File: src/inc/bfb_pkg.sv
// Constants shared by the breaker failure backup trip block.
// Assumes a 40 MHz system clock and a 32-bit APB register bus.
package bfb_pkg;

  // ----------------------------------------------------------------
  // Clock and time base
  // ----------------------------------------------------------------
  localparam int BFB_CLK_PERIOD_PS = 25000;
  localparam int BFB_TICK_TIME_PS = 1000000000;
  localparam int BFB_MS_CYCLES = BFB_TICK_TIME_PS / BFB_CLK_PERIOD_PS;
  localparam int BFB_FORCE_TIMEOUT_MIN = 5;
  localparam int BFB_FORCE_TIMEOUT_MS = BFB_FORCE_TIMEOUT_MIN * 60 * 1000;

  // ----------------------------------------------------------------
  // Widths and fixed values
  // ----------------------------------------------------------------
  localparam int BFB_OPTIME_W = 20;
  localparam int BFB_COUNT_W = 16;
  localparam int BFB_LOG_DEPTH = 8;
  localparam logic [6:0] BFB_PCT_FULL = 7'h64;
  localparam logic [1:0] BFB_SEL_FIRST = 2'h1;
  localparam logic [1:0] BFB_SEL_SECOND = 2'h2;

  // ----------------------------------------------------------------
  // Register offsets (byte addresses)
  // ----------------------------------------------------------------
  localparam logic [7:0] BFB_REG_CONFIG = 8'h00;
  localparam logic [7:0] BFB_REG_OPTIME = 8'h04;
  localparam logic [7:0] BFB_REG_UNLOCK = 8'h08;
  localparam logic [7:0] BFB_REG_FORCE = 8'h0C;
  localparam logic [7:0] BFB_REG_STATUS = 8'h10;
  localparam logic [7:0] BFB_REG_START_COUNT = 8'h14;
  localparam logic [7:0] BFB_REG_TRIP_COUNT = 8'h18;
  localparam logic [7:0] BFB_REG_IRQ_STATUS = 8'h1C;
  localparam logic [7:0] BFB_REG_IRQ_MASK = 8'h20;
  localparam logic [7:0] BFB_REG_LOG_SELECT = 8'h24;
  localparam logic [7:0] BFB_REG_LOG_DATE = 8'h28;
  localparam logic [7:0] BFB_REG_LOG_TIME = 8'h2C;
  localparam logic [7:0] BFB_REG_LOG_PCT = 8'h30;
  localparam logic [7:0] BFB_REG_LOG_COUNT = 8'h34;

  // ----------------------------------------------------------------
  // Reset values and interrupt bits
  // ----------------------------------------------------------------
  localparam logic [1:0] BFB_RST_SELECT = 2'h1;
  localparam logic [BFB_OPTIME_W-1:0] BFB_RST_OPTIME = 20'h000C8;
  localparam int BFB_IRQ_START = 0;
  localparam int BFB_IRQ_TRIP = 1;
  localparam int BFB_IRQ_RELEASE = 2;
  localparam int BFB_IRQ_FORCE_END = 3;
  localparam int BFB_IRQ_W = 4;

  typedef enum logic [1:0] {BFB_IDLE, BFB_BLOCKED, BFB_STARTED, BFB_TRIPPED} bfb_state_t;

endpackage

File: src/hw/bfb_event_counter.sv
// Clearable saturating event counter.
// Assumes one-cycle increment and clear pulses in the sys_clk domain.
`timescale 1ns/1ps
`default_nettype none
module bfb_event_counter import bfb_pkg::*; #(
  parameter int WIDTH = BFB_COUNT_W
) (
  // Clock and reset
  input wire logic sys_clk,
  input wire logic reset_n,
  // Control
  input wire logic increment,
  input wire logic clear,
  // Value
  output logic [WIDTH-1:0] count
);

  // ----------------------------------------------------------------
  // Counter; an event in the clear cycle still counts
  // ----------------------------------------------------------------
  always_ff @(posedge sys_clk or negedge reset_n) begin
    if (!reset_n) begin
      count <= '0;
    end else if (clear) begin
      count <= increment ? WIDTH'(1) : '0;
    end else if (increment && count != '1) begin
      count <= count + WIDTH'(1);
    end
  end

endmodule
`default_nettype wire

File: src/hw/bfb_fault_log.sv
// Ring of the latest fault records: date, time of day, elapsed percent.
// Assumes a one-cycle write pulse; read index 0 is the newest record.
`timescale 1ns/1ps
`default_nettype none
module bfb_fault_log import bfb_pkg::*; #(
  parameter int DEPTH = BFB_LOG_DEPTH
) (
  // Clock and reset
  input wire logic sys_clk,
  input wire logic reset_n,
  // Write side
  input wire logic write,
  input wire logic [31:0] writeDate,
  input wire logic [31:0] writeTime,
  input wire logic [6:0] writePct,
  // Read side
  input wire logic [$clog2(DEPTH)-1:0] readIndex,
  output logic [31:0] readDate,
  output logic [31:0] readTime,
  output logic [6:0] readPct,
  output logic [$clog2(DEPTH):0] fill
);

  localparam int AW = $clog2(DEPTH);

  logic [31:0] dateMem [DEPTH];
  logic [31:0] timeMem [DEPTH];
  logic [6:0] pctMem [DEPTH];
  logic [AW-1:0] head;
  logic [AW-1:0] readSlot;

  // ----------------------------------------------------------------
  // Storage; the oldest slot is overwritten
  // ----------------------------------------------------------------
  always_ff @(posedge sys_clk or negedge reset_n) begin
    if (!reset_n) begin
      head <= '0;
      fill <= '0;
      for (int i = 0; i < DEPTH; i++) begin
        dateMem[i] <= '0;
        timeMem[i] <= '0;
        pctMem[i] <= '0;
      end
    end else if (write) begin
      dateMem[head] <= writeDate;
      timeMem[head] <= writeTime;
      pctMem[head] <= writePct;
      head <= head + AW'(1);
      if (fill != (AW+1)'(DEPTH)) begin
        fill <= fill + (AW+1)'(1);
      end
    end
  end

  // ----------------------------------------------------------------
  // Read relative to the newest record
  // ----------------------------------------------------------------
  assign readSlot = head - AW'(1) - readIndex;
  assign readDate = dateMem[readSlot];
  assign readTime = timeMem[readSlot];
  assign readPct = pctMem[readSlot];

endmodule
`default_nettype wire

File: src/hw/bfb_top.sv
// Breaker failure supervision stage with APB registers and interrupt.
// Assumes relay drive, block and calendar inputs synchronous to sys_clk.
//
// Function
// The drive signal of the chosen primary trip relay is watched and its asserted time measured.
// If it stays asserted beyond the operating time, a separate backup trip output is raised.
// The backup trip holds while the primary drive is active and drops when it releases.
// Only the relay drive is watched, so any protection function routed to it is covered.
// Selector value 1 watches the first trip relay, value 2 the second trip relay.
// Status shows blocked, started or tripped; start and trip can be forced only while forcing is on.
// The force flag is one common flag and clears itself after five minutes.
// Start and trip events are counted and each count can be cleared to zero.
// Operating time and force flag accept writes only while access is unlocked.
// The latest eight fault records are kept, the oldest dropped first.
// Each record holds date and time of day with millisecond resolution.
// Each record holds elapsed delay as percent of operating time, 100 meaning tripped; under 100 ms operating time the code logs elapsed ms.
// While blocked the stage neither times nor trips and its timer is cleared; a forced trip still sets stageTrip, only backupTrip is held off.
`timescale 1ns/1ps
`default_nettype none
module bfb_top import bfb_pkg::*; #(
  parameter int MS_CYCLES = BFB_MS_CYCLES,
  parameter int FORCE_MS = BFB_FORCE_TIMEOUT_MS,
  // Arbitrary unlock value
  parameter logic [31:0] UNLOCK_KEY = 32'h5A5A1234
) (
  // Clock and reset
  input wire logic sys_clk,
  input wire logic reset_n,
  // APB slave
  input wire logic psel,
  input wire logic penable,
  input wire logic pwrite,
  input wire logic [7:0] paddr,
  input wire logic [31:0] pwdata,
  output logic [31:0] prdata,
  output logic pready,
  output logic pslverr,
  // Supervised relay drives
  input wire logic firstTripRelay,
  input wire logic secondTripRelay,
  input wire logic blockIn,
  // Calendar
  input wire logic [31:0] rtcDate,
  input wire logic [31:0] rtcTime,
  // Stage outputs
  output logic backupTrip,
  output logic stageStart,
  output logic stageTrip,
  output logic stageBlocked,
  output logic irq
);

  localparam int TW = BFB_OPTIME_W;
  localparam int PW = $clog2(MS_CYCLES);
  localparam int FW = $clog2(FORCE_MS + 1);

  bfb_state_t state;
  bfb_state_t next_state;
  logic [1:0] relaySelect;
  logic blockStage;
  logic [TW-1:0] opTime;
  logic unlocked;
  logic forceFlag;
  logic forceStart;
  logic forceTrip;
  logic [FW-1:0] forceLeft;
  logic [PW-1:0] prescale;
  logic msTick;
  logic [TW-1:0] elapsedMs;
  logic [TW:0] pctAcc;
  logic [6:0] pctNow;
  logic [BFB_IRQ_W-1:0] irqStatus;
  logic [BFB_IRQ_W-1:0] irqMask;
  logic [BFB_IRQ_W-1:0] irqEvents;
  logic [2:0] logSelect;
  logic supervised;
  logic blocked;
  logic accessPhase;
  logic wrEn;
  logic addrHit;
  logic [31:0] readMux;
  logic startPulse;
  logic tripPulse;
  logic releasePulse;
  logic forceEnd;
  logic logWrite;
  logic [6:0] logPct;
  logic [BFB_COUNT_W-1:0] startCount;
  logic [BFB_COUNT_W-1:0] tripCount;
  logic [31:0] logDate;
  logic [31:0] logTime;
  logic [6:0] logPctRead;
  logic [3:0] logFill;

  // ----------------------------------------------------------------
  // APB decode
  // ----------------------------------------------------------------
  assign accessPhase = psel & penable & ~pready;
  assign wrEn = psel & penable & pwrite & pready & addrHit;

  always_comb begin
    addrHit = 1'b1;
    readMux = 32'h0;
    unique case (paddr)
      BFB_REG_CONFIG: readMux = {29'h0, blockStage, relaySelect};
      BFB_REG_OPTIME: readMux = {{(32-TW){1'b0}}, opTime};
      BFB_REG_UNLOCK: readMux = {31'h0, unlocked};
      BFB_REG_FORCE: readMux = {29'h0, forceTrip, forceStart, forceFlag};
      BFB_REG_STATUS: readMux = {27'h0, backupTrip, stageTrip, stageStart, stageBlocked, supervised};
      BFB_REG_START_COUNT: readMux = {{(32-BFB_COUNT_W){1'b0}}, startCount};
      BFB_REG_TRIP_COUNT: readMux = {{(32-BFB_COUNT_W){1'b0}}, tripCount};
      BFB_REG_IRQ_STATUS: readMux = {{(32-BFB_IRQ_W){1'b0}}, irqStatus};
      BFB_REG_IRQ_MASK: readMux = {{(32-BFB_IRQ_W){1'b0}}, irqMask};
      BFB_REG_LOG_SELECT: readMux = {29'h0, logSelect};
      BFB_REG_LOG_DATE: readMux = logDate;
      BFB_REG_LOG_TIME: readMux = logTime;
      BFB_REG_LOG_PCT: readMux = {25'h0, logPctRead};
      BFB_REG_LOG_COUNT: readMux = {28'h0, logFill};
      default: addrHit = 1'b0;
    endcase
  end

  // ----------------------------------------------------------------
  // APB answer, one wait state
  // ----------------------------------------------------------------
  always_ff @(posedge sys_clk or negedge reset_n) begin
    if (!reset_n) begin
      pready <= 1'b0;
      pslverr <= 1'b0;
      prdata <= 32'h0;
    end else begin
      pready <= accessPhase;
      pslverr <= accessPhase & ~addrHit;
      prdata <= (accessPhase & ~pwrite) ? readMux : 32'h0;
    end
  end

  // ----------------------------------------------------------------
  // Configuration registers
  // ----------------------------------------------------------------
  always_ff @(posedge sys_clk or negedge reset_n) begin
    if (!reset_n) begin
      relaySelect <= BFB_RST_SELECT;
      blockStage <= 1'b0;
      irqMask <= '0;
      logSelect <= 3'h0;
    end else if (wrEn) begin
      if (paddr == BFB_REG_CONFIG) begin
        relaySelect <= pwdata[1:0];
        blockStage <= pwdata[2];
      end
      if (paddr == BFB_REG_IRQ_MASK) begin
        irqMask <= pwdata[BFB_IRQ_W-1:0];
      end
      if (paddr == BFB_REG_LOG_SELECT) begin
        logSelect <= pwdata[2:0];
      end
    end
  end

  // ----------------------------------------------------------------
  // Access lock and protected operating time
  // ----------------------------------------------------------------
  always_ff @(posedge sys_clk or negedge reset_n) begin
    if (!reset_n) begin
      unlocked <= 1'b0;
    end else if (wrEn && paddr == BFB_REG_UNLOCK) begin
      unlocked <= (pwdata == UNLOCK_KEY);
    end
  end

  always_ff @(posedge sys_clk or negedge reset_n) begin
    if (!reset_n) begin
      opTime <= BFB_RST_OPTIME;
    end else if (wrEn && paddr == BFB_REG_OPTIME && unlocked) begin
      opTime <= pwdata[TW-1:0];
    end
  end

  // ----------------------------------------------------------------
  // Common force flag with timeout
  // ----------------------------------------------------------------
  assign forceEnd = forceFlag & msTick & (forceLeft == FW'(1));

  always_ff @(posedge sys_clk or negedge reset_n) begin
    if (!reset_n) begin
      forceFlag <= 1'b0;
      forceLeft <= '0;
    end else if (wrEn && paddr == BFB_REG_FORCE && unlocked) begin
      forceFlag <= pwdata[0];
      forceLeft <= FW'(FORCE_MS);
    end else if (forceFlag && msTick) begin
      forceLeft <= forceLeft - FW'(1);
      if (forceLeft == FW'(1)) begin
        forceFlag <= 1'b0;
      end
    end
  end

  always_ff @(posedge sys_clk or negedge reset_n) begin
    if (!reset_n) begin
      forceStart <= 1'b0;
      forceTrip <= 1'b0;
    end else if (!forceFlag) begin
      forceStart <= 1'b0;
      forceTrip <= 1'b0;
    end else if (wrEn && paddr == BFB_REG_FORCE) begin
      forceStart <= pwdata[1];
      forceTrip <= pwdata[2];
    end
  end

  // ----------------------------------------------------------------
  // Relay selection and millisecond time base
  // ----------------------------------------------------------------
  assign supervised = (relaySelect == BFB_SEL_SECOND) ? secondTripRelay : firstTripRelay;
  assign blocked = blockIn | blockStage;
  assign msTick = (prescale == PW'(MS_CYCLES - 1));

  always_ff @(posedge sys_clk or negedge reset_n) begin
    if (!reset_n) begin
      prescale <= '0;
    end else if (msTick || (forceFlag == 1'b0 && state != BFB_STARTED)) begin
      prescale <= '0;
    end else begin
      prescale <= prescale + PW'(1);
    end
  end

  // ----------------------------------------------------------------
  // Supervision state machine
  // ----------------------------------------------------------------
  always_comb begin
    next_state = state;
    unique case (state)
      BFB_BLOCKED: begin
        if (!blocked) begin
          next_state = BFB_IDLE;
        end
      end
      BFB_IDLE: begin
        if (blocked) begin
          next_state = BFB_BLOCKED;
        end else if (supervised) begin
          next_state = BFB_STARTED;
        end
      end
      BFB_STARTED: begin
        if (blocked) begin
          next_state = BFB_BLOCKED;
        end else if (!supervised) begin
          next_state = BFB_IDLE;
        end else if (elapsedMs >= opTime) begin
          next_state = BFB_TRIPPED;
        end
      end
      BFB_TRIPPED: begin
        if (blocked) begin
          next_state = BFB_BLOCKED;
        end else if (!supervised) begin
          next_state = BFB_IDLE;
        end
      end
    endcase
  end

  always_ff @(posedge sys_clk or negedge reset_n) begin
    if (!reset_n) begin
      state <= BFB_IDLE;
    end else begin
      state <= next_state;
    end
  end

  assign startPulse = (state == BFB_IDLE) && (next_state == BFB_STARTED);
  assign tripPulse = (state == BFB_STARTED) && (next_state == BFB_TRIPPED);
  assign releasePulse = (state == BFB_STARTED) && (next_state == BFB_IDLE);

  // ----------------------------------------------------------------
  // Elapsed time and percentage of operating time
  // ----------------------------------------------------------------
  always_ff @(posedge sys_clk or negedge reset_n) begin
    if (!reset_n) begin
      elapsedMs <= '0;
      pctAcc <= '0;
      pctNow <= 7'h0;
    end else if (state != BFB_STARTED) begin
      elapsedMs <= '0;
      pctAcc <= '0;
      pctNow <= 7'h0;
    end else if (msTick) begin
      elapsedMs <= (elapsedMs == '1) ? elapsedMs : elapsedMs + TW'(1);
      if (pctAcc + (TW+1)'(BFB_PCT_FULL) >= {1'b0, opTime} && pctNow < BFB_PCT_FULL) begin
        pctAcc <= pctAcc + (TW+1)'(BFB_PCT_FULL) - {1'b0, opTime};
        pctNow <= pctNow + 7'h1;
      end else begin
        pctAcc <= pctAcc + (TW+1)'(BFB_PCT_FULL);
      end
    end
  end

  // ----------------------------------------------------------------
  // Stage outputs
  // ----------------------------------------------------------------
  always_ff @(posedge sys_clk or negedge reset_n) begin
    if (!reset_n) begin
      backupTrip <= 1'b0;
      stageStart <= 1'b0;
      stageTrip <= 1'b0;
      stageBlocked <= 1'b0;
    end else begin
      backupTrip <= (next_state == BFB_TRIPPED) || (forceFlag && forceTrip && !blocked);
      stageStart <= (next_state == BFB_STARTED) || (next_state == BFB_TRIPPED) || (forceFlag && forceStart);
      stageTrip <= (next_state == BFB_TRIPPED) || (forceFlag && forceTrip);
      stageBlocked <= (next_state == BFB_BLOCKED);
    end
  end

  // ----------------------------------------------------------------
  // Counters and fault log
  // ----------------------------------------------------------------
  bfb_event_counter #(.WIDTH(BFB_COUNT_W)) startCounter (
    .sys_clk(sys_clk),
    .reset_n(reset_n),
    .increment(startPulse),
    .clear(wrEn && paddr == BFB_REG_START_COUNT),
    .count(startCount)
  );

  bfb_event_counter #(.WIDTH(BFB_COUNT_W)) tripCounter (
    .sys_clk(sys_clk),
    .reset_n(reset_n),
    .increment(tripPulse),
    .clear(wrEn && paddr == BFB_REG_TRIP_COUNT),
    .count(tripCount)
  );

  assign logWrite = tripPulse | releasePulse;
  assign logPct = tripPulse ? BFB_PCT_FULL : pctNow;

  bfb_fault_log #(.DEPTH(BFB_LOG_DEPTH)) faultLog (
    .sys_clk(sys_clk),
    .reset_n(reset_n),
    .write(logWrite),
    .writeDate(rtcDate),
    .writeTime(rtcTime),
    .writePct(logPct),
    .readIndex(logSelect),
    .readDate(logDate),
    .readTime(logTime),
    .readPct(logPctRead),
    .fill(logFill)
  );

  // ----------------------------------------------------------------
  // Interrupt status, write one to clear, set wins
  // ----------------------------------------------------------------
  assign irqEvents = {forceEnd, releasePulse, tripPulse, startPulse};

  always_ff @(posedge sys_clk or negedge reset_n) begin
    if (!reset_n) begin
      irqStatus <= '0;
    end else if (wrEn && paddr == BFB_REG_IRQ_STATUS) begin
      irqStatus <= (irqStatus & ~pwdata[BFB_IRQ_W-1:0]) | irqEvents;
    end else begin
      irqStatus <= irqStatus | irqEvents;
    end
  end

  always_ff @(posedge sys_clk or negedge reset_n) begin
    if (!reset_n) begin
      irq <= 1'b0;
    end else begin
      irq <= |(irqStatus & irqMask);
    end
  end

endmodule
`default_nettype wire

File: config.mk
export PLATFORM = sky130hd
export DESIGN_NAME = bfb_top
export DESIGN_NICKNAME = d
export VERILOG_FILES = /design/src/inc/bfb_pkg.sv /design/src/hw/bfb_event_counter.sv /design/src/hw/bfb_fault_log.sv /design/src/hw/bfb_top.sv
export SDC_FILE = /design/constraint.sdc
export NUM_CORES = 1
export LEC_CHECK = 0
export BUFFER_PORTS_ARGS = -buffer_cell sky130_fd_sc_hd__buf_4
export CORE_ASPECT_RATIO = 1.1
export CORE_MARGIN = 4
export CORE_UTILIZATION = 40
export DETAILED_ROUTE_END_ITERATION = 12
export SLEW_MARGIN = 20
export SYNTH_ARGS = -nofsm -noshare
export SYNTH_HDL_FRONTEND = slang
export SYNTH_SLANG_ARGS = --single-unit
File: constraint.sdc
create_clock -name sys_clk -period 4.4 [get_ports sys_clk]
set_input_delay 0.66 -clock sys_clk [delete_from_list [all_inputs] [get_ports sys_clk]]
set_output_delay 0.66 -clock sys_clk [all_outputs]
set_load 0.05 [all_outputs]
==> summary.md, run 1 <==
| Metric | Value |
|---|---|
| Outcome | `finished clean` |
| Die Wd | `298.3 µm` |
| FF-to-FF path depth | `14` |
| Vias in the first global route | `26,710` |
| Place WS | `0.1549 ns` |
| WS Path Type | `flop to flop` |
| Worst EP required | `4.92 ns` |
| IO buf count | `150` |
| Top Ports | `151` |
| CTS H-tree depth | `3` |
| Top delay family on crit path | `compound AO/OA/AOI/OAI gates` |
| Post-DRT Antenna Nets | `0` |
| RR Startpoint | `pctAcc[2]` |
| Met3 WL post-DR | `5.344 mm` |
| Count of cell types in the netlist | `86` |
| Commonest non-fill, non-tap cells in the layout | `dfrtp_1 (765), mux2_2 (545), nand2_1 (274)` |
| Cell area power density | `473.3 mW/mm²` |
| Met1 wire length | `44.28 mm` |
| Site Rows | `116` |
| CP Cell Sequence | `ha_1 -> a211o_1 -> nor4b_1 -> and2_1 -> xor2_1 -> ha_1 -> nand2_1 -> o21ai_2 -> a311oi_1 -> nor2_1 -> o311ai_4 -> a2111oi_2 -> xnor2_1 -> nor2_1` |
| Final net count | `3,227` |
| Max Transition Viols Final | `0` |
| CP arrival | `4.62 ns` |
| CP startpoint | `pctAcc[2]` |
| Hold Violations, Final | `0` |
| Worst hold path type | `input pin to async pin` |
| Max rail drop VDD | `0.0005680 V` |
| FF+latch count, synth | `769` |
| WP depth | `14` |
| Cell Area, Synth | `0.03708 mm²` |
| Layout cell share with drive strength beyond 1 | `0.3495` |
| RSZ-0062 raised after global routing | `no` |
| Final WL | `102.6 mm` |
| Fmax | `0.2436 GHz` |
| Ys Warns | `0` |
| Area Growth Syn to Fin | `15.24%` |
| Initial antenna violation count | `7` |
| DRT iter0 DRCs | `1,784` |
| Final setup viols | `0` |
| Slew at the pin closest to its max-slew limit | `1.039 ns` |
| Crit path max-delay cell type | `nor4b_1` |
| Setup WS post-layout | `0.2947 ns` |
| Worst path max stage delay | `0.44 ns` |
| Commonest non-fill, non-tap cell in the layout | `dfrtp_1` |
| Register area share after synthesis | `0.5192` |
| Hold buffer count at cts | `0` |
| Drt pass-1 iters | `5` |
| Post-synth EDFFs | `0` |
| Crit-path max FO | `7` |
| Pwr Total | `20.22 mW` |
| Post-DR vias/cell | `5.725` |
| Clock root buffer | `clkbuf_16` |
| CTS Buf Count | `85` |
| Cells after synthesis | `2,916` |
| DRC | `0` |
| Synth async-reset ratio | `1.000` |
| Total GRT Usage | `0.2110` |
| End of the critical path | `pctNow[3]` |
| Final Cycle Share | `0.9330` |
| Later-pin clock latency in the skew report | `0.66 ns` |
| WP buf/inv | `0` |
| Crit. End Element | `flop` |
| Pin count of the biggest net entering global routing | `109` |
| Syn nets | `3,082` |
| Main synth FF type | `dfrtp_1` |
| HPWL after detailed placement | `67.22 mm` |
| Postcts setup bufs | `0` |
| Routability congestion estimate | `0.9473` |
| Met2 WL post-DR | `49.91 mm` |
| Leak pwr | `19.57 nW` |
| Layout Skew | `0.02895 ns` |
| Setup TNS Final | `0 ns` |
| Initial Util | `0.4055` |
| Core ar. | `0.09144 mm²` |
| Reg clk slew, reported paths | `0.06 ns` |
| Via count | `24,620` |
| Die area | `0.09763 mm²` |
| Num Clock Sinks | `769` |
| TritonCTS clock tree | `built` |
| CTS max path bufs | `3` |
| DR top layer | `met5` |
| Mapped Avg Cell Area | `12.71 µm²` |
| Chip Height | `327.3 µm` |
| First-pass GRT wire length | `160.5 mm` |
| Total grt overflow | `0` |
| WL/cell | `23.86 µm` |
| Minimum clock period | `4.105 ns` |
| R2R Path End | `pctNow[3]` |
| Max-Cap Viols | `0` |
| CP Launch Type | `flop` |
| Max transition margin | `0.3071` |
| Reg2Reg Setup Slack | `0.29 ns` |
worst min-delay path by stage:
stage / to / startpoint / cells after the start / slack [ns]
floorplan: backupTrip / reset_n / 0 / 0.36
global placement: faultLog.pctMem[49] / faultLog.pctMem[49] / 2 / 0.46
detailed placement: faultLog.pctMem[24] / faultLog.pctMem[24] / 2 / 0.47
CTS: elapsedMs[13] / reset_n / 1 / 0.12
global route: elapsedMs[13] / reset_n / 1 / 0.14
finish: elapsedMs[13] / reset_n / 1 / 0.09
synthesized netlist by cell type, types with 5 or more instances:
cell / instances / share of area
nor4b_1: 7 / 0.0017
dfrtp_1: 765 / 0.52
a21oi_1: 135 / 0.018
xor2_1: 47 / 0.011
ha_1: 52 / 0.018
nand2_1: 274 / 0.028
and2_1: 17 / 0.0029
nor4_1: 8 / 0.0013
a31oi_1: 8 / 0.0013
or3_1: 18 / 0.0030
or2_2: 7 / 0.0012
buf_1: 10 / 0.0010
o31ai_1: 5 / 0.0010
a211oi_1: 18 / 0.0036
or4_1: 5 / 0.0010
nand3_1: 42 / 0.0057
nor2b_1: 8 / 0.0013
nor3_1: 31 / 0.0042
nand4_1: 28 / 0.0047
clkbuf_1: 76 / 0.0077
inv_1: 54 / 0.0055
buf_2: 72 / 0.0097
mux4_2: 142 / 0.086
a21o_1: 17 / 0.0034
nor2_1: 155 / 0.016
o21ai_0: 88 / 0.012
a31o_2: 5 / 0.0012
and3_1: 17 / 0.0029
o21a_1: 15 / 0.0030
a2111oi_0: 11 / 0.0026
xnor2_1: 50 / 0.012
mux2_2: 545 / 0.17
nand2b_1: 8 / 0.0013
a22oi_1: 12 / 0.0024
mux2i_1: 35 / 0.0094
nor4bb_1: 5 / 0.0013
and4_1: 6 / 0.0014
o22ai_1: 10 / 0.0017
o211ai_2: 5 / 0.0017
a22o_1: 17 / 0.0040
sequential cells by signal (all words and copies together), names as in the netlist, 2 cells and up:
signal	count
faultLog.timeMem	256
forceLeft	19
faultLog.dateMem	256
tripCounter.count	16
pctAcc	21
faultLog.pctMem	56
prdata	32
logSelect	3
faultLog.head	3
startCounter.count	16
relaySelect	2
prescale	16
irqStatus	4
elapsedMs	20
faultLog.fill	4
pctNow	7
opTime	20
state	2
irqMask	4
kinds of logic after synthesis:
| logic type | count (synthesis) | synth area share |
|---|---|---|
| and+or+nand+nor | 657 | 0.08241 |
| muxes | 722 | 0.2612 |
| adders and majority gates | 54 | 0.01863 |
| AOI/OAI and AO/OA | 399 | 0.07057 |
| xor gates and xnor gates | 97 | 0.02291 |
| buffers and inverters | 218 | 0.02507 |
| DFF | 769 | 0.5192 |
layout make-up:
type / instances / area, µm²
Tap cell: 1180 / 1476
Timing Repair Buffer: 222 / 1974
Multi-Input combinational cell: 1929 / 17060
Clock inverter: 23 / 280.3
Fill cell: 8080 / 48710
Clock buffer: 122 / 2477
Inverter: 54 / 202.7
Sequential cell: 769 / 19250
Antenna cell: 2 / 5.005
through the flow:
stage | instance area (µm²) | cells | hold WS (ns) | util
final | 42730 | 4301 | 0.08575 | 0.4673
after detailed placement | 39940 | 4154 | 0.4651 | 0.4368
after global placement | 39940 | 4154 | 0.4563 | 0.4368
after CTS | 42700 | 4299 | 0.1222 | 0.4669
after global routing | 42720 | 4299 | 0.1439 | 0.4672
after floorplan | 37080 | 2916 | 0.3644 | -
layer usage:
layer | vias up | track usage
li1 | 10900 | -
met1 | 12910 | 0.2768
met2 | 633 | 0.3569
met3 | 183 | 0.03864
met4 | 4 | 0.06711
met5 | - | 0
power by group:
part	switching (mW)	internal (mW)	leakage [nW]
clock network	2.91	4.10	1.36
registers	0.576	8.11	10.4
logic	2.23	2.30	7.80
timing repair:
action | 4_1_cts | 5_1_grt
resized for setup | 0 | 4
hold endpoints to repair | 0 | 0
endpoints found under the setup margin | 0 | 24
Power figures use the tool's default switching activity.
==> inputs of run 2 (changes only) <==
--- a/config.mk
+++ b/config.mk
@@ -9,7 +9,9 @@
 export CORE_ASPECT_RATIO = 1.1
 export CORE_MARGIN = 4
 export CORE_UTILIZATION = 40
+export CTS_BUF_LIST = sky130_fd_sc_hd__clkbuf_4 sky130_fd_sc_hd__clkbuf_8 sky130_fd_sc_hd__clkbuf_16
 export DETAILED_ROUTE_END_ITERATION = 12
+export GPL_TIMING_DRIVEN = 0
 export SLEW_MARGIN = 20
 export SYNTH_ARGS = -nofsm -noshare
 export SYNTH_HDL_FRONTEND = slang
==> summary.md, run 2 (synthesized netlist as in run 1, its figures left out) <==
| Metric | Value |
|---|---|
| Later-pin clock latency in the skew report | `0.66 ns (about the same)` |
| Worst hold stages | `2` |
| CP Cell Sequence | `inv_1 -> ha_1 -> inv_1 -> fa_1 -> clkbuf_1 -> clkbuf_1 -> mux4_2 -> nand2_1 -> a21oi_1 -> nor4_1 -> a31oi_1 (was ha_1 -> a211o_1 -> nor4b_1 -> and2_1 -> xor2_1 -> ha_1 -> nand2_1 -> o21ai_2 -> a311oi_1 -> nor2_1 -> o311ai_4 -> a2111oi_2 -> xnor2_1 -> nor2_1)` |
| Setup WS post-layout | `0.1975 ns (was 0.2947 ns)` |
| Final Cycle Share | `0.9551 (was 0.9330)` |
| Max transition margin | `0.2111 (was 0.3071)` |
| Layout cell share with drive strength beyond 1 | `0.3543 (was 0.3495)` |
| RR Startpoint | `logSelect[0] (was pctAcc[2])` |
| Leak pwr | `19.78 nW (was 19.57 nW)` |
| Layout Skew | `0.03143 ns (was 0.02895 ns)` |
| Slew at the pin closest to its max-slew limit | `1.183 ns (was 1.039 ns)` |
| WS Path Type | `flop to flop (unchanged)` |
| TritonCTS clock tree | `built (unchanged)` |
| CP Launch Type | `flop (unchanged)` |
| Post-DR vias/cell | `5.619 (was 5.725)` |
| Via count | `24,840 (was 24,620)` |
| DRT iter0 DRCs | `1,732 (was 1,784)` |
| CTS H-tree depth | `3 (unchanged)` |
| Postcts setup bufs | `0 (unchanged)` |
| RSZ-0062 raised after global routing | `no (unchanged)` |
| Hold Violations, Final | `0 (unchanged)` |
| WL/cell | `23.70 µm (was 23.86 µm)` |
| HPWL after detailed placement | `74.70 mm (was 67.22 mm)` |
| Clock root buffer | `clkbuf_16 (unchanged)` |
| Top Ports | `151 (unchanged)` |
| Crit path max-delay cell type | `clkbuf_1 (was nor4b_1)` |
| R2R Path End | `prdata[2] (was pctNow[3])` |
| Final WL | `104.8 mm (was 102.6 mm)` |
| Pin count of the biggest net entering global routing | `95 (was 109)` |
| FF-to-FF path depth | `11 (was 14)` |
| Total GRT Usage | `0.2156 (was 0.2110)` |
| Cell area power density | `484.7 mW/mm² (was 473.3 mW/mm²)` |
| DP Cell Count | `4,257 (was 4,154)` |
| Commonest non-fill, non-tap cell in the layout | `dfrtp_1 (unchanged)` |
| Reg2Reg Setup Slack | `0.20 ns (was 0.29 ns)` |
| Layout filler cell count | `8,243 (was 8,080)` |
| CTS Buf Count | `85 (unchanged)` |
| Num Clock Sinks | `769 (unchanged)` |
| Crit-path max FO | `10 (was 7)` |
| Fmax | `0.2380 GHz (was 0.2436 GHz)` |
| Reg clk slew, reported paths | `0.06 ns (about the same)` |
| Crit. End Element | `flop (unchanged)` |
| Die area | `0.09763 mm² (unchanged)` |
| Minimum clock period | `4.202 ns (was 4.105 ns)` |
| Max-Cap Viols | `0 (unchanged)` |
| Worst path max stage delay | `0.91 ns (was 0.44 ns)` |
| Vias in the first global route | `25,900 (was 26,710)` |
| Sequential Power Share | `0.414 (was 0.429)` |
| Clock share of power | `0.354 (was 0.346)` |
| Initial Util | `0.4055 (unchanged)` |
| Worst hold path type | `input pin to flop (was input pin to async pin)` |
| Setup TNS Final | `0 ns (unchanged)` |
| NetSw | `6.126 mW (was 5.717 mW)` |
| CTS max path bufs | `3 (unchanged)` |
| Internal Pwr Total | `14.72 mW (was 14.51 mW)` |
| Switching power share of the total | `0.2939 (was 0.2827)` |
| Die Wd | `298.3 µm (unchanged)` |
| CP arrival | `4.65 ns (was 4.62 ns)` |
| Final setup viols | `0 (unchanged)` |
| Outcome | `finished clean (unchanged)` |
| IO buf count | `150 (unchanged)` |
| Site Rows | `116 (unchanged)` |
| Worst EP required | `4.85 ns (was 4.92 ns)` |
| Total grt overflow | `0 (unchanged)` |
| Post-DRT Antenna Nets | `0 (unchanged)` |
| Core ar. | `0.09144 mm² (unchanged)` |
| Logic pwr share | `0.232 (was 0.224)` |
| DRC | `0 (unchanged)` |
| Place WS | `-0.2782 ns (was 0.1549 ns)` |
| Regs by FF count | `faultLog.dateMem: 256 flops, faultLog.timeMem: 256 flops, faultLog.pctMem: 56 flops (unchanged)` |
| WP buf/inv | `4 (was 0)` |
| Max Transition Viols Final | `0 (unchanged)` |
| Drt pass-1 iters | `5 (unchanged)` |
| Pwr Total | `20.84 mW (was 20.22 mW)` |
| Final Util | `0.4703 (was 0.4673)` |
| Area Growth Syn to Fin | `16.00% (was 15.24%)` |
| Chip Height | `327.3 µm (unchanged)` |
| Commonest non-fill, non-tap cells in the layout | `dfrtp_1 (765), mux2_2 (545), nand2_1 (273) (was dfrtp_1 (765), mux2_2 (545), nand2_1 (274))` |
| First-pass GRT wire length | `160.9 mm (was 160.5 mm)` |
| Max rail drop VDD | `0.0003960 V (was 0.0005680 V)` |
| Worst Hold End | `opTime[9]` |
| HP Start | `pwdata[9]` |
| Finished Layout Cells | `4,420 (was 4,301)` |
| Routability congestion estimate | `0.8956 (was 0.9473)` |
| Final net count | `3,330 (was 3,227)` |
| Top delay family on crit path | `buffers and inverters (was compound AO/OA/AOI/OAI gates)` |
| Initial antenna violation count | `14 (was 7)` |
-- run 2: power by group through the flow --
stage	Sequential (mW)	Clock [mW]	Combinational, mW
after global placement	8.72	0	4.75
final	8.63	7.37	4.84
after CTS	8.62	7.55	4.88
after detailed placement	8.74	0	4.87
after global routing	8.75	7.84	5.18
after floorplan	8.57	0	3.24
-- run 2: timing repair --
item / CTS / global route
gates resized for setup: 6 / 21
endpoints found under the setup margin: 28 / 35
hold buffers: 1 / 0
hold endpoints to repair: 38 / 0
pin swaps: 0 / 1
-- run 2: layout make-up --
class                   count  area [µm²]  area share
diodes                      8       20.02   0.0004655
plain buffers             163       742.0     0.01725
clock buffers             126        2560     0.05952
clock inverters            29       365.4    0.008495
inverters                  54       202.7    0.004713
multi-input cells        1929       16970      0.3946
flip-flops and latches    769       19250      0.4476
well taps                1180        1476     0.03433
repair buffers            162        1421     0.03305
-- run 2: how the worst max path moves through the flow --
stage	start	end	slack (ns)	cells past startpoint
final	logSelect[0]	prdata[2]	0.20	11
after global routing	pctAcc[2]	pctAcc[10]	0.006	15
after CTS	logSelect[0]	prdata[3]	0.02	12
after detailed placement	logSelect[0]	prdata[15]	-0.28	12
after global placement	reset_n	faultLog.timeMem[91]	-6.59	1
after floorplan	pctAcc[2]	pctNow[5]	0.82	16
-- run 2: worst register-to-register path, cell delays in order, from the launching register on --
cell      delay, ns
dfrtp_1        0.38
inv_1          0.14
ha_1           0.17
inv_1          0.04
fa_1           0.49
clkbuf_1       0.23
clkbuf_1       0.91
mux4_2         0.42
nand2_1        0.08
a21oi_1        0.17
nor4_1         0.72
a31oi_1        0.26
-- run 2: through the flow --
step / hold slack, ns / cell area [µm²]
2_1_floorplan: 0.3644 / 37080
3_3_place_gp: 0.4591 / 39680
3_5_place_dp: 0.4660 / 39970
4_1_cts: 0.2132 / 42930
5_1_grt: 0.2387 / 42990
6_report: 0.2551 / 43010
-- run 2: layer usage --
layer / share of wire / vias to the layer above / global-route usage
met3: 0.064 / 180 / 0.04315
li1: - / 11140 / -
met2: 0.48 / 659 / 0.3559
met1: 0.43 / 12850 / 0.2865
met4: 0.030 / 6 / 0.07215
met5: 0.00032 / - / 0
==> inputs of run 3 (changes only) <==
--- a/config.mk
+++ b/config.mk
@@ -5,6 +5,7 @@
 export SDC_FILE = /design/constraint.sdc
 export NUM_CORES = 1
 export LEC_CHECK = 0
+export ABC_AREA = 1
 export BUFFER_PORTS_ARGS = -buffer_cell sky130_fd_sc_hd__buf_4
 export CORE_ASPECT_RATIO = 1.1
 export CORE_MARGIN = 4
==> constraint.sdc (replaced) <==
create_clock -name sys_clk -period 4.4 [get_ports sys_clk]
set_input_delay 0.88 -clock sys_clk [delete_from_list [all_inputs] [get_ports sys_clk]]
set_output_delay 0.88 -clock sys_clk [all_outputs]
set_load 0.05 [all_outputs]
==> summary.md, run 3 <==
| Metric | Value |
|---|---|
| Vias in the first global route | `37,340 (was 25,900)` |
| DRT iter0 DRCs | `5,344 (was 1,732)` |
| Drt pass-1 iters | `7 (was 5)` |
| Post-synth EDFFs | `0 (unchanged)` |
| Num Clock Sinks | `769 (unchanged)` |
| FF+latch count, synth | `769 (unchanged)` |
| CTS max path bufs | `3 (unchanged)` |
| Mapped Avg Cell Area | `7.760 µm² (was 12.71 µm²)` |
| R2R Path End | `prdata[4] (was prdata[2])` |
| DRC | `0 (unchanged)` |
| Pin count of the biggest net entering global routing | `130 (was 95)` |
| Total grt overflow | `0 (unchanged)` |
| CP Launch Type | `flop (unchanged)` |
| WL/cell | `25.45 µm (was 23.70 µm)` |
| Max transition margin | `0.09756 (was 0.2111)` |
| Initial Util | `0.4055 (about the same)` |
| Commonest non-fill, non-tap cells in the layout | `nand2_1 (1,563), dfrtp_1 (765), nand3_1 (757) (was dfrtp_1 (765), mux2_2 (545), nand2_1 (273))` |
| Area Growth Syn to Fin | `14.09% (was 16.00%)` |
| Minimum clock period | `4.387 ns (was 4.202 ns)` |
| IO buf count | `86 (was 150)` |
| Outcome | `finished clean (unchanged)` |
| Count of cell types in the netlist | `58 (was 86)` |
| WS Path Type | `flop to flop (unchanged)` |
| Later-pin clock latency in the skew report | `0.71 ns (was 0.66 ns)` |
| Most common cell in the netlist | `nand2_1 (was dfrtp_1)` |
| Cell area power density | `618.7 mW/mm² (was 484.7 mW/mm²)` |
| Final net count | `5,469 (was 3,330)` |
| Dominant cell type by area after synthesis | `dfrtp_1 (unchanged)` |
| Crit. End Element | `flop (unchanged)` |
| RR Startpoint | `logSelect[0] (unchanged)` |
| CTS Buf Count | `89 (was 85)` |
| Syn nets | `5,282 (was 3,082)` |
| Routability congestion estimate | `0.9884 (was 0.8956)` |
| Post-DR vias/cell | `5.810 (was 5.619)` |
| Hold Violations, Final | `0 (unchanged)` |
| Final Cycle Share | `0.9970 (was 0.9551)` |
| Fmax | `0.2280 GHz (was 0.2380 GHz)` |
| Pwr Total | `28.02 mW (was 20.84 mW)` |
| Initial antenna violation count | `20 (was 14)` |
| HPWL after detailed placement | `120.7 mm (was 74.70 mm)` |
| Max-Cap Viols | `0 (unchanged)` |
| FF-to-FF path depth | `11 (unchanged)` |
| Via count | `38,730 (was 24,840)` |
| Site Rows | `120 (was 116)` |
| Max Transition Viols Final | `0 (unchanged)` |
| TritonCTS clock tree | `built (unchanged)` |
| Layout Skew | `0.05704 ns (was 0.03143 ns)` |
| Cells after synthesis | `5,116 (was 2,916)` |
| Main synth FF type | `dfrtp_1 (unchanged)` |
| Regs by FF count | `faultLog.dateMem: 256 flops, faultLog.timeMem: 256 flops, faultLog.pctMem: 56 flops (unchanged)` |
| Setup TNS Final | `0 ns (unchanged)` |
| Total GRT Usage | `0.3192 (was 0.2156)` |
| Leak pwr | `22.83 nW (was 19.78 nW)` |
| Cell Area, Synth | `0.03970 mm² (was 0.03708 mm²)` |
| Core ar. | `0.09789 mm² (was 0.09144 mm²)` |
| Register area share after synthesis | `0.4849 (was 0.5192)` |
| CTS H-tree depth | `3 (unchanged)` |
| Reg2Reg Setup Slack | `0.01 ns (was 0.20 ns)` |
| Slew at the pin closest to its max-slew limit | `1.354 ns (was 1.183 ns)` |
| Top cells by area, synth | `dfrtp_1 (48%), nand2_1 (15%), nand3_1 (9.5%) (was dfrtp_1 (52%), mux2_2 (17%), mux4_2 (8.6%))` |
| Worst hold path type | `input pin to async pin (was input pin to flop)` |
| Layout filler cell count | `9,916 (was 8,243)` |
| Reg clk slew, reported paths | `0.06 ns (about the same)` |
| Ys Warns | `0 (unchanged)` |
| Final setup viols | `0 (unchanged)` |
| Die area | `0.1044 mm² (was 0.09763 mm²)` |
| Max rail drop VDD | `0.0008489 V (was 0.0003960 V)` |
| Clock root buffer | `clkbuf_16 (unchanged)` |
| Top cell type's share of synthesized area | `0.4822 (was 0.5163)` |
| Synth cell count leaders | `nand2_1 (1,563), dfrtp_1 (765), nand3_1 (757) (was dfrtp_1 (765), mux2_2 (545), nand2_1 (274))` |
| Top Ports | `151 (unchanged)` |
| Die Wd | `308.4 µm (was 298.3 µm)` |
| Post-DRT Antenna Nets | `0 (unchanged)` |
| Layout cell share with drive strength beyond 1 | `0.09059 (was 0.3543)` |
| Chip Height | `338.4 µm (was 327.3 µm)` |
| Final WL | `169.7 mm (was 104.8 mm)` |
| CP arrival | `4.90 ns (was 4.65 ns)` |
| Worst EP required | `4.92 ns (was 4.85 ns)` |
| First-pass GRT wire length | `247.6 mm (was 160.9 mm)` |
| RSZ-0062 raised after global routing | `yes (was no)` |
| Synth async-reset ratio | `1.000 (unchanged)` |
| Crit-path max FO | `10 (unchanged)` |
| Commonest non-fill, non-tap cell in the layout | `nand2_1 (was dfrtp_1)` |
| Hold buffer count at cts | `0 (was 1)` |
## run 3: worst max-delay path by stage
| stage | endpoint | startpoint |
|---|---|---|
| global placement | faultLog.timeMem[73] | reset_n |
| detailed placement | prdata[6] | paddr[0] |
| finish | prdata[4] | logSelect[0] |
| CTS | prdata[4] | logSelect[0] |
| floorplan | pctNow[4] | pctAcc[2] |
| global route | pctAcc[13] | pctAcc[2] |
## run 3: metrics by stage
stage / setup slack, ns / instance area [µm²] / hold slack [ns] / utilization / instances
finish: 0.01326 / 45290 / 0.1322 / 0.4627 / 6666
global route: -0.05682 / 45280 / 0.1683 / 0.4625 / 6659
CTS: 0.2578 / 45250 / 0.1438 / 0.4622 / 6656
detailed placement: 0.1337 / 42190 / 0.4530 / 0.4309 / 6492
global placement: -6.996 / 41950 / 0.4473 / 0.4285 / 6483
floorplan: 1.212 / 39700 / 0.4329 / - / 5116
## run 3: what timing repair did
item                                    4_1_cts  5_1_grt
setup buffers                                 0        0
gates resized for setup                       0        2
endpoints found under the setup margin        0       12
## run 3: kinds of logic (layout without fill, tap and decap cells)
kind of cell	Yosys count	after routing	share of synthesized area
adders and majority gates	54	54	0.01740
AOI/OAI and AO/OA	683	683	0.1035
DFF	769	769	0.4849
and+or+nand+nor	2930	2930	0.3100
other	0	9	0
buffers and inverters	619	879	0.07079
xor gates and xnor gates	61	61	0.01346
## run 3: metal layers
metal | routed length (µm) | global-route usage | share of wire | vias to the layer above
met1 | 64720 | 0.3938 | 0.38 | 18670
met3 | 17700 | 0.09522 | 0.10 | 598
li1 | - | - | - | 17360
met2 | 75740 | 0.4968 | 0.45 | 2099
met5 | 193 | 0.01023 | 0.0011 | -
met4 | 11320 | 0.1830 | 0.067 | 12
## run 3: cell type report
| cell class | count | area (µm²) | share of cell area |
|---|---|---|---|
| antenna | 9 | 22.52 | 0.0004972 |
| buffer | 388 | 1947 | 0.04298 |
| clock buffer | 136 | 2705 | 0.05972 |
| clock inverter | 28 | 359.1 | 0.007928 |
| inverter | 231 | 867.1 | 0.01914 |
| multi-input combinational | 3728 | 17680 | 0.3903 |
| sequential | 769 | 19250 | 0.4250 |
| tap | 1281 | 1603 | 0.03539 |
| timing repair buffer | 96 | 865.8 | 0.01912 |
## run 3: power by group
group / switching [mW] / internal [mW]
combinational: 8.29 / 2.61
clock: 3.28 / 4.57
sequential: 0.825 / 8.46
## run 3: critical path, stage by stage, from the launching register on
cell and delay (ns):
dfrtp_1 0.40, inv_1 0.08, ha_1 0.14, inv_1 0.05, fa_1 0.56, clkbuf_1 0.32, clkbuf_1 0.68, clkbuf_1 0.67
o21ai_0 0.21, o221ai_1 0.28, nand3_1 0.31, a31oi_1 0.50
